--- src/hw/adcsp_pkg.sv ---
package adcsp_pkg;
  localparam int RES_W = 16;
  localparam int DIV_W = 2;
  localparam int FIFO_DEPTH = 2;
  // Shortest half period of the internal serial clock, in core cycles.
  localparam int HALF_BASE = 1;
  localparam int HC_W = 8;
  localparam int BC_W = 5;
  // Dual-role pin positions within the bits 4 to 7 group.
  localparam int DP_CLK_SRC = 0;
  localparam int DP_FRAME_POL = 1;
  localparam int DP_CLK_INV = 2;
  localparam int DP_READ_MODE = 3;
  localparam int PAR_LO = 4;
  localparam int PAR_HI = 7;
  localparam int PAR_DIV_LO = 2;
  localparam int PAR_DIV_HI = 3;
  localparam logic [DIV_W-1:0] DIV_NONE = 2'h0;

  typedef enum logic [1:0] {
    ADCSP_IDLE = 2'b00,
    ADCSP_MASTER = 2'b01,
    ADCSP_SLAVE = 2'b10
  } adcsp_state_e;
endpackage

--- src/hw/adcsp_serial_port.sv ---
`timescale 1ns/1ps
module adcsp_serial_port #(
  parameter int RES_W = adcsp_pkg::RES_W,
  parameter int DEPTH = adcsp_pkg::FIFO_DEPTH
) (
  input wire logic core_clk,
  input wire logic resetn,
  input wire logic port_type_select,
  input wire logic [3:0] dual_pin_in,
  output logic [3:0] dual_pin_out,
  output logic [3:0] dual_pin_oe,
  input wire logic [adcsp_pkg::DIV_W-1:0] serial_clock_divider_in,
  output logic [adcsp_pkg::DIV_W-1:0] serial_clock_divider_out,
  output logic [adcsp_pkg::DIV_W-1:0] serial_clock_divider_oe,
  input wire logic sclk_in,
  output logic sclk_out,
  output logic sclk_oe,
  input wire logic cs_n,
  input wire logic rd_n,
  input wire logic conv_busy,
  input wire logic res_valid,
  input wire logic [RES_W-1:0] res_data,
  output logic res_ready,
  output logic serial_result_out,
  output logic frame_marker
);
  localparam int PW = (DEPTH > 1) ? $clog2(DEPTH) : 1;
  localparam int CW = $clog2(DEPTH + 1);

  adcsp_pkg::adcsp_state_e st_q;
  adcsp_pkg::adcsp_state_e st_d;
  logic [RES_W-1:0] mem_q [DEPTH];
  logic [PW-1:0] wp_q;
  logic [PW-1:0] rp_q;
  logic [CW-1:0] cnt_q;
  logic [CW-1:0] cnt_d;
  logic [RES_W-1:0] sh_q;
  logic [adcsp_pkg::HC_W-1:0] hc_q;
  logic [adcsp_pkg::HC_W-1:0] half_len;
  logic [adcsp_pkg::BC_W-1:0] bc_q;
  logic sclk_int_q;
  logic s_prev_q;
  logic rd_prev_q;
  logic [adcsp_pkg::DIV_W-1:0] div_eff;
  logic serial_sel;
  logic clk_ext;
  logic frame_pol;
  logic clk_inv;
  logic read_mode;
  logic read_en;
  logic fifo_valid;
  logic push;
  logic pop;
  logic load_master;
  logic load_slave;
  logic par_pop;
  logic m_tick;
  logic m_fall;
  logic m_last;
  logic s_clk;
  logic s_rise;

  // Clock source and read mode pins count only with the serial port on; frame polarity and clock inversion pins act in parallel mode too.
  assign serial_sel = port_type_select;
  assign clk_ext = dual_pin_in[adcsp_pkg::DP_CLK_SRC];
  assign frame_pol = dual_pin_in[adcsp_pkg::DP_FRAME_POL];
  assign clk_inv = dual_pin_in[adcsp_pkg::DP_CLK_INV];
  assign read_mode = dual_pin_in[adcsp_pkg::DP_READ_MODE];
  assign read_en = !cs_n && !rd_n;
  assign fifo_valid = cnt_q != '0;
  assign push = res_valid && res_ready;

  // The divider pins count only in master read-after-convert mode.
  assign div_eff = (serial_sel && !clk_ext && !read_mode) ?
                   serial_clock_divider_in : adcsp_pkg::DIV_NONE;
  assign half_len =
    adcsp_pkg::HC_W'(adcsp_pkg::HALF_BASE) << div_eff;

  // Read during convert starts on a busy conversion; read after convert waits.
  assign load_master = st_q == adcsp_pkg::ADCSP_IDLE && serial_sel &&
                       !clk_ext && read_en && fifo_valid &&
                       (read_mode ? conv_busy : !conv_busy);
  assign load_slave = st_q == adcsp_pkg::ADCSP_IDLE && serial_sel &&
                      clk_ext && read_en && fifo_valid;
  // A read strobe on an empty buffer must not move the pointers.
  assign par_pop = !serial_sel && !cs_n && rd_n && !rd_prev_q && fifo_valid;
  assign pop = load_master || load_slave || par_pop;

  assign m_tick = st_q == adcsp_pkg::ADCSP_MASTER &&
                  hc_q == half_len - 1'b1;
  assign m_fall = m_tick && sclk_int_q;
  assign m_last = m_fall && bc_q == adcsp_pkg::BC_W'(RES_W - 1);

  // The host clock is gated by chip select and optionally inverted.
  assign s_clk = (sclk_in ^ clk_inv) && !cs_n;
  assign s_rise = st_q == adcsp_pkg::ADCSP_SLAVE &&
                  s_clk && !s_prev_q;

  always_comb begin
    cnt_d = cnt_q;
    if (push && !pop) begin
      cnt_d = cnt_q + 1'b1;
    end else if (pop && !push) begin
      cnt_d = cnt_q - 1'b1;
    end
  end

  always_comb begin
    st_d = st_q;
    unique case (st_q)
      adcsp_pkg::ADCSP_IDLE: begin
        if (load_master) begin
          st_d = adcsp_pkg::ADCSP_MASTER;
        end else if (load_slave) begin
          st_d = adcsp_pkg::ADCSP_SLAVE;
        end
      end
      adcsp_pkg::ADCSP_MASTER: begin
        if (m_last) begin
          st_d = adcsp_pkg::ADCSP_IDLE;
        end
      end
      adcsp_pkg::ADCSP_SLAVE: begin
        if (cs_n) begin
          st_d = adcsp_pkg::ADCSP_IDLE;
        end
      end
      default: begin
        st_d = adcsp_pkg::ADCSP_IDLE;
      end
    endcase
  end

  always_ff @(posedge core_clk or negedge resetn) begin
    if (!resetn) begin
      st_q <= adcsp_pkg::ADCSP_IDLE;
    end else begin
      st_q <= st_d;
    end
  end

  // Two-entry result buffer; a busy serial port holds words back here.
  always_ff @(posedge core_clk) begin
    if (push) begin
      mem_q[wp_q] <= res_data;
    end
  end

  always_ff @(posedge core_clk or negedge resetn) begin
    if (!resetn) begin
      wp_q <= '0;
      rp_q <= '0;
      cnt_q <= '0;
      res_ready <= 1'b0;
    end else begin
      if (push) begin
        wp_q <= (wp_q == PW'(DEPTH - 1)) ? '0 : wp_q + 1'b1;
      end
      if (pop) begin
        rp_q <= (rp_q == PW'(DEPTH - 1)) ? '0 : rp_q + 1'b1;
      end
      cnt_q <= cnt_d;
      res_ready <= cnt_d != CW'(DEPTH);
    end
  end

  // Internal clock generator and bit counter for master transfers.
  always_ff @(posedge core_clk or negedge resetn) begin
    if (!resetn) begin
      hc_q <= '0;
      bc_q <= '0;
      sclk_int_q <= 1'b0;
    end else if (st_q != adcsp_pkg::ADCSP_MASTER) begin
      hc_q <= '0;
      bc_q <= '0;
      sclk_int_q <= 1'b0;
    end else if (m_tick) begin
      hc_q <= '0;
      sclk_int_q <= !sclk_int_q;
      if (m_fall) begin
        bc_q <= bc_q + 1'b1;
      end
    end else begin
      hc_q <= hc_q + 1'b1;
    end
  end

  // Result shifter; in slave mode the chain input fills from the bottom.
  always_ff @(posedge core_clk or negedge resetn) begin
    if (!resetn) begin
      sh_q <= '0;
    end else if (load_master || load_slave) begin
      sh_q <= mem_q[rp_q];
    end else if (m_fall) begin
      sh_q <= {sh_q[RES_W-2:0], 1'b0};
    end else if (s_rise) begin
      sh_q <= {sh_q[RES_W-2:0], read_mode};
    end
  end

  always_ff @(posedge core_clk or negedge resetn) begin
    if (!resetn) begin
      s_prev_q <= 1'b0;
      rd_prev_q <= 1'b1;
    end else begin
      s_prev_q <= s_clk;
      rd_prev_q <= rd_n;
    end
  end

  always_ff @(posedge core_clk or negedge resetn) begin
    if (!resetn) begin
      serial_result_out <= 1'b0;
      frame_marker <= 1'b0;
      sclk_out <= 1'b0;
      sclk_oe <= 1'b0;
    end else begin
      serial_result_out <= st_d == adcsp_pkg::ADCSP_IDLE ? 1'b0 :
                           (load_master || load_slave) ?
                           mem_q[rp_q][RES_W-1] :
                           (m_fall || s_rise) ? sh_q[RES_W-2] :
                           sh_q[RES_W-1];
      frame_marker <=
        (st_d == adcsp_pkg::ADCSP_MASTER) ^ frame_pol;
      sclk_oe <= serial_sel && !clk_ext;
      sclk_out <= (m_tick ? !sclk_int_q : sclk_int_q) ^ clk_inv;
    end
  end

  // Parallel mode drives result bits 2-3 and 4-7 while a read is enabled and a result is buffered.
  always_ff @(posedge core_clk or negedge resetn) begin
    if (!resetn) begin
      dual_pin_out <= '0;
      dual_pin_oe <= '0;
      serial_clock_divider_out <= '0;
      serial_clock_divider_oe <= '0;
    end else begin
      dual_pin_out <=
        mem_q[rp_q][adcsp_pkg::PAR_HI:adcsp_pkg::PAR_LO];
      dual_pin_oe <= {4{!serial_sel && read_en && fifo_valid}};
      serial_clock_divider_out <=
        mem_q[rp_q][adcsp_pkg::PAR_DIV_HI:adcsp_pkg::PAR_DIV_LO];
      serial_clock_divider_oe <=
        {adcsp_pkg::DIV_W{!serial_sel && read_en && fifo_valid}};
    end
  end
endmodule

--- config.mk ---
export PLATFORM = sky130hd
export DESIGN_NAME = adcsp_serial_port
export DESIGN_NICKNAME = d
export VERILOG_FILES = /design/src/hw/adcsp_pkg.sv /design/src/hw/adcsp_serial_port.sv
export SDC_FILE = /design/constraint.sdc
export NUM_CORES = 1
export LEC_CHECK = 0
export ABC_AREA = 1
export BUFFER_PORTS_ARGS = -buffer_cell sky130_fd_sc_hd__buf_2
export CAP_MARGIN = 40
export CORE_UTILIZATION = 51
export DETAILED_ROUTE_END_ITERATION = 6
export PLACE_DENSITY = 0.77
export RECOVER_POWER = 25
export SETUP_SLACK_MARGIN = 0.05
export SLEW_MARGIN = 20
export SYNTH_ARGS = -nofsm -noshare
export SYNTH_HDL_FRONTEND = slang
export SYNTH_SLANG_ARGS = --single-unit
--- constraint.sdc ---
create_clock -name core_clk -period 1.9 [get_ports core_clk]
set_input_delay 0.38 -clock core_clk [delete_from_list [all_inputs] [get_ports core_clk]]
set_output_delay 0.38 -clock core_clk [all_outputs]
set_load 0.02 [all_outputs]
# Word level (Yosys, flattened, before mapping)
# Memory sizes are Yosys's and may differ from the RTL's.
# Cells that the tools add are included.
[totals] register_bits=51 mem_bits_rw=32 input_bits=30 output_inout_bits=17 n_memories=1
[classes] n_addsub=7 n_eq_ne=7 shift=1 muxes=26 bitwise=3 n_reduce_logical=47
[memory_table] name="mem_q" depth=2 width=16 rd=1 rd_clocked_by_memory_dff=0 write_ports=1 line_no="adcsp_serial_port.sv:32" text="logic [RES_W-1:0] mem_q [DEPTH];"
[ops] op="16-bit two-way mux" count=3
[ops] op="1-bit logical AND" count=26
[ops] op="8-bit two-way mux" count=2
[ops] op="5-bit two-way mux" count=3
[ops] op="2-bit two-way mux" count=7
[ops] op="1-bit logical NOT" count=11
[ops] op="1-bit two-way mux" count=10
[ops] op="8-bit by 1-bit adder with 8-bit output, second input constant" count=1
[ops] op="8-bit equality test" count=1
[ops] op="1-bit by 2-bit << shifter with 8-bit output, first input constant" count=1
[ops] op="8-bit by 1-bit subtractor with 8-bit output, second input constant" count=1
[ops] op="2-bit case mux with 3 select lines" count=1
[ops] op="2-bit nonzero test" count=3
[ops] op="5-bit by 1-bit adder with 5-bit output, second input constant" count=1
[ops] op="5-bit by 4-bit equality test with 1-bit output, second input constant" count=1
[ops] op="2-bit by 1-bit equality test with 1-bit output, second input constant" count=2
[ops] op="2-bit logical NOT" count=2
[ops] op="1-bit logical OR" count=3
[ops] op="3-bit nonzero test" count=1
[ops] op="1-bit bitwise XOR" count=3
[ops] op="1-bit adder, second input constant" count=2
[ops] op="2-bit by 1-bit adder with 2-bit output, second input constant" count=1
[ops] op="2-bit equality test, second input constant" count=1
[ops] op="2-bit by 1-bit inequality test with 1-bit output, second input constant" count=1
[ops] op="3 further kinds" count=3

# Longest topological paths before layout
[logic_depth] ltp_word=14 mapped_depth=16 ltp_nobuf=16

# Worst setup path before layout
# No wires, ideal clock.
[synth_path] path_kind="input to register" start="input dual_pin_in[0]" end="register sh_q[10]" setup_time_ps=69 arrival_time_ps=1883 slack_ps=-52 stages=15 cell_sequence="inv_2 nand2_1 nor2_1 o21ai_0 nand2_1 nand2_1 nand3_1 nor2_1 ha_1 inv_1 nand2_1 nor2_4 buf_6 nand2_1 nand3_1"
[synth_via] elab_chain_len=11 elab_cells_between_ends=20 classes_between="add/sub (1); eq/ne (1); shift (1); mux (3); reduce/logical (14)"
[synth_lines] item="from (decl)" line_no="adcsp_serial_port.sv:9" text="input wire logic [3:0] dual_pin_in,"
[synth_lines] item="1-bit logical NOT" line_no="adcsp_serial_port.sv:74, adcsp_serial_port.sv:81"
[synth_lines] item="1-bit logical AND (2 in series)" line_no="adcsp_serial_port.sv:74" text="assign div_eff = (serial_sel && !clk_ext && !read_mode) ?"
[synth_lines] item="2-bit two-way mux" line_no="adcsp_serial_port.sv:74"
[synth_lines] item="1-bit by 2-bit << shifter with 8-bit output" line_no="adcsp_serial_port.sv:77" text="adcsp_pkg::HC_W'(adcsp_pkg::HALF_BASE) << div_eff;"
[synth_lines] item="8-bit by 1-bit subtractor with 8-bit output" line_no="adcsp_serial_port.sv:90" text="hc_q == half_len - 1'b1;"
[synth_lines] item="8-bit equality test" line_no="adcsp_serial_port.sv:90"
[synth_lines] item="1-bit logical AND" line_no="adcsp_serial_port.sv:89" text="assign m_tick = st_q == adcsp_pkg::ADCSP_MASTER &&"
[synth_lines] item="1-bit logical AND" line_no="adcsp_serial_port.sv:91" text="assign m_fall = m_tick && sclk_int_q;"
[synth_lines] item="16-bit two-way mux" line_no="adcsp_serial_port.sv:194" text="end else if (m_fall) begin"
[synth_lines] item="16-bit two-way mux" line_no="adcsp_serial_port.sv:192" text="end else if (load_master || load_slave) begin"
[synth_lines] item="to (signal assigned)" line_no="adcsp_serial_port.sv:193" text="sh_q <= mem_q[rp_q];"
[synth_lines] item="to (signal assigned)" line_no="adcsp_serial_port.sv:195" text="sh_q <= {sh_q[RES_W-2:0], 1'b0};"
[synth_lines] item="to (signal assigned)" line_no="adcsp_serial_port.sv:197" text="sh_q <= {sh_q[RES_W-2:0], read_mode};"
[synth_lines] item="to (decl)" line_no="adcsp_serial_port.sv:37" text="logic [RES_W-1:0] sh_q;"
# Parallel ways exist; a longest one is shown, timed or not.
# A chain may end at the register's enable or synchronous reset.

# Worst setup path in the final report
[layout_path] start="register hc_q[4] in the netlist's numbering" end="register serial_result_out"
[layout_via] elab_chain_len=8 elab_cells_between_ends=11 classes_between="eq/ne (1); mux (5); reduce/logical (5)"
[layout_lines] item="from (decl)" line_no="adcsp_serial_port.sv:38" text="logic [adcsp_pkg::HC_W-1:0] hc_q;"
[layout_lines] item="from (signal assigned)" line_no="adcsp_serial_port.sv:184" text="hc_q <= hc_q + 1'b1;"
[layout_lines] item="8-bit equality test (*)" line_no="adcsp_serial_port.sv:90"
[layout_lines] item="1-bit logical AND (*)" line_no="adcsp_serial_port.sv:89"
[layout_lines] item="1-bit logical AND (*)" line_no="adcsp_serial_port.sv:91"
[layout_lines] item="1-bit logical AND" line_no="adcsp_serial_port.sv:92" text="assign m_last = m_fall && bc_q == adcsp_pkg::BC_W'(RES_W - 1);"
[layout_lines] item="2-bit two-way mux" line_no="adcsp_serial_port.sv:119" text="if (m_last) begin"
[layout_lines] item="2-bit case mux with 3 select lines" line_no="adcsp_serial_port.sv:110" text="unique case (st_q)"
[layout_lines] item="2-bit logical NOT" line_no="adcsp_serial_port.sv:218" text="serial_result_out <= st_d == adcsp_pkg::ADCSP_IDLE ? 1'b0 :"
[layout_lines] item="1-bit two-way mux (*)" line_no="adcsp_serial_port.sv:218"
[layout_lines] item="to (signal assigned)" line_no="adcsp_serial_port.sv:218"
[layout_lines] item="to (decl)" line_no="adcsp_serial_port.sv:24" text="output logic serial_result_out,"
# Mark *: on every way between the ends. The rest lies on a longest branch, timed or not.

==> flow_metrics.py <==
metrics = {
    "routing": {
        "top_layer": "met4",
        "viasPerCell": 4.99,
        "num_vias": 2633,
        "wl_met2_um": 3300,
        "drc_errors": 0,
        "detail-route-antenna-nets": 0,
        "dr.pass1.iters": 5,
        "wl_um": 6580,
        "met3_length_um": 277,
        "wl_met1_um": 2960,
        "routedWlPerCell_um": 12.5,
        "drt_iter0_markers": 115,
    },
    "final_layout": {
        "final_core_util": 0.641,
        "final_cell_mix": "nand2_1 (78), dfrtp_1 (49), buf_2 (43)",
        "fillers": 547,
        "area_growth_pct": 21.9,
        "nets": 462,
        "layout_commonest_cell": "nand2_1",
        "antenna_cells": 0,
        "drive_gt1_frac": 0.296,
    },
    "grt": {
        "grt_pass1_wl_um": 10900,
        "track_usage": 0.193,
        "antenna_found_initial": 0,
        "grt-ovfl-total": 0,
        "grt_pass1_vias": 2475,
        "grt_start_max_net_pins": 29,
    },
    "setup_path": {
        "r2r_end": "serial_result_out",
        "slowest_stage": "dfrtp_1",
        "worst_r2r_path_depth": 15,
        "r2r-start": "hc_q[4]",
        "cpMostUsedCell": "nand2_1",
        "crit_arrival_ps": 2060,
        "cp_max_fo": 5,
        "critical_path.cell_chain": "inv_1 -> nand2_2 -> nor2_2 -> nand2_1 -> nor2_1 -> nand3_1 -> nor2_1 -> ha_2 -> inv_4 -> buf_6 -> nand3_2 -> nand2_1 -> nand2_1 -> nand2_1 -> o21a_1",
        "cp_slowest_stage_delay_ps": 380,
        "reg2reg_setup_slack_ps": 70,
        "worst_setup_path_start_kind": "register",
        "cp-end-kind": "register",
        "required_ps": 2130,
        "path_class": "reg -> reg",
    },
    "synth": {
        "synthFlopType": "dfrtp_1",
        "netlist_instances": 350,
        "syn-num-nets": 385,
        "ys_warn_count": 0,
        "async_flop_share": 0.610,
        "ys_types": 30,
        "synth_edf_count": 32,
        "ys_ff_latch": 82,
        "syn_avg_cell_area_um2": 10.2,
        "synth_area_um2": 3580,
        "yosysSeqAreaShare": 0.619,
    },
    "timing": {
        "slew_viol_final": 0,
        "setup_viol": 0,
        "hold_violations": 0,
        "finalCritPeriodShare": 0.963,
        "max_freq_ghz": 0.546,
        "finalClockSkew_ps": 10.7,
        "slew_headroom": 0.106,
        "worst_pin_slew_ps": 1340,
        "worst_slack_ps": 69.8,
        "rsz0062_at_grt": "yes",
        "finalCriticalPeriod_ps": 1830,
    },
    "outcome": {
        "status": "complete, no violations",
    },
    "job": {
        "maxCapViolCount": 0,
    },
    "worst_hold_path": {
        "holdPathStages": 1,
        "holdPathEnd": "rd_prev_q",
        "hold_path.class": "in -> reg",
        "hp-start": "rd_n",
    },
    "clock_tree": {
        "clock_path_buffers": 2,
        "htreeDepth": 3,
        "numCtsBuffers": 9,
        "path_clk_slew_ps": 80,
        "cts_sinks": 82,
        "cts_root_buffer": "clkbuf_8",
        "cts_tree": "yes",
        "clk_latency_ps": 350,
    },
    "placed_design": {
        "port_buffers": 46,
        "pre_cts_slack_ps": -171,
        "gp_congestion": 0.805,
        "dp_hpwl_um": 4480,
    },
    "pwr": {
        "powerDensity_nw_per_um2": 1170,
        "vdd_ir_drop_max_mv": 0.822,
        "cellLeakagePower_nw": 2.08,
    },
    "die": {
        "die_x_um": 85.7,
        "die_y_um": 85.7,
        "fp.coreArea_um2": 6790,
        "rows": 30,
        "initial_core_util": 0.526,
        "die-area_um2": 7350,
        "pin_count": 47,
    },
}
==> area by class of cell <==
class                   instances  area [um^2]  share of cell area
flip-flops and latches         82         2210               0.508
multi-input cells             213         1180               0.272
repair buffers                 78          519               0.119
inverters                      43          164              0.0376
clock buffers                  13          139              0.0319
well taps                      96          120              0.0276
clock inverters                 3         17.5             0.00402
==> critical path: cells and delay by family, from the launching register on <==
kind | cells | cell delay (ps)
buf+inv | 3 | 260
compound gates | 1 | 100
flops | 1 | 380
fa+ha+maj | 1 | 220
simple gates | 10 | 760
==> logic make-up after synthesis <==
group,synth area share
AND/OR/NAND/NOR,0.216
flip-flops,0.619
buffers and inverters,0.0693
AO/OA/AOI/OAI,0.0343
XOR/XNOR,0.0220
multiplexers,0.0220
adder cells (fa/ha/maj),0.0175
==> how the worst max path moves through the flow <==
stage              startpoint           endpoint  slack, ps  depth (start not counted)
2_1_floorplan         st_q[1]           sh_q[14]         60                         11
3_3_place_gp   dual_pin_in[0]            sh_q[6]        -70                         16
3_5_place_dp   dual_pin_in[0]            sh_q[5]       -170                         16
4_1_cts               hc_q[5]  serial_result_out          4                         15
5_1_grt               hc_q[4]  serial_result_out        -90                         15
6_report              hc_q[4]  serial_result_out         70                         15
==> repair_timing <==
action / in CTS / in global routing
setup endpoints to repair: 22 / 26
pin swaps: 9 / 10
resized for setup: 13 / 16
buffers inserted: 4 / 7
hold buffers: 0 / 0
==> routing by layer <==
| layer | up-vias | GRT usage |
|---|---|---|
| met1 | 1259 | 0.249 |
| met5 | - | 0 |
| met4 | 0 | 0.0939 |
| met2 | 73 | 0.317 |
| li1 | 1299 | - |
| met3 | 2 | 0.0366 |
==> cell usage after synthesis (2+ instances only) <==
master	instances	area (um^2)
nor2_4	2	22.5
buf_4	6	45.0
xor2_1	7	61.3
nor2_1	29	109
nand2_1	86	323
ha_1	5	62.6
inv_2	3	11.3
buf_6	2	22.5
inv_1	40	150
o211ai_1	10	75.1
nand2_2	2	12.5
nand4_1	5	31.3
buf_2	3	15.0
xnor2_1	2	17.5
nor3_1	5	25.0
edfxtp_1	32	961
dfrtp_1	49	1230
mux2_2	7	78.8
o21ai_0	2	10.0
nand3_1	43	215
==> metrics by stage <==
step | setup TNS, ps | total power, mW | hold WS (ps) | cell area (um^2) | cells
after floorplan | 0 | 3.52 | 84.4 | 3580 | 350
after global placement | -1120 | 3.93 | 405 | 4060 | 502
after detailed placement | -3120 | 4.00 | 400 | 4060 | 502
after CTS | 0 | 5.07 | 24.9 | 4280 | 522
after global routing | -930 | 5.40 | 120 | 4360 | 528
final | 0 | 5.08 | 135 | 4360 | 528
==> where the power goes <==
part	switching (mW)	internal (mW)	leakage [nW]	total (mW)
Combinational	0.895	0.576	1.07	1.47
Sequential	0.226	2.33	0.931	2.56
Clock	0.572	0.473	0.0790	1.05
Total	1.69	3.38	2.08	5.08
==> flip-flops by register name, summed over array words and instances (netlist names), 2 cells and up <==
register,cells
bc_q,5
cnt_q,2
mem_q,32
serial_clock_divider_out,2
hc_q,8
st_q,2
sh_q,16
dual_pin_out,4
No activity file was read; power rests on OpenSTA's default activity.
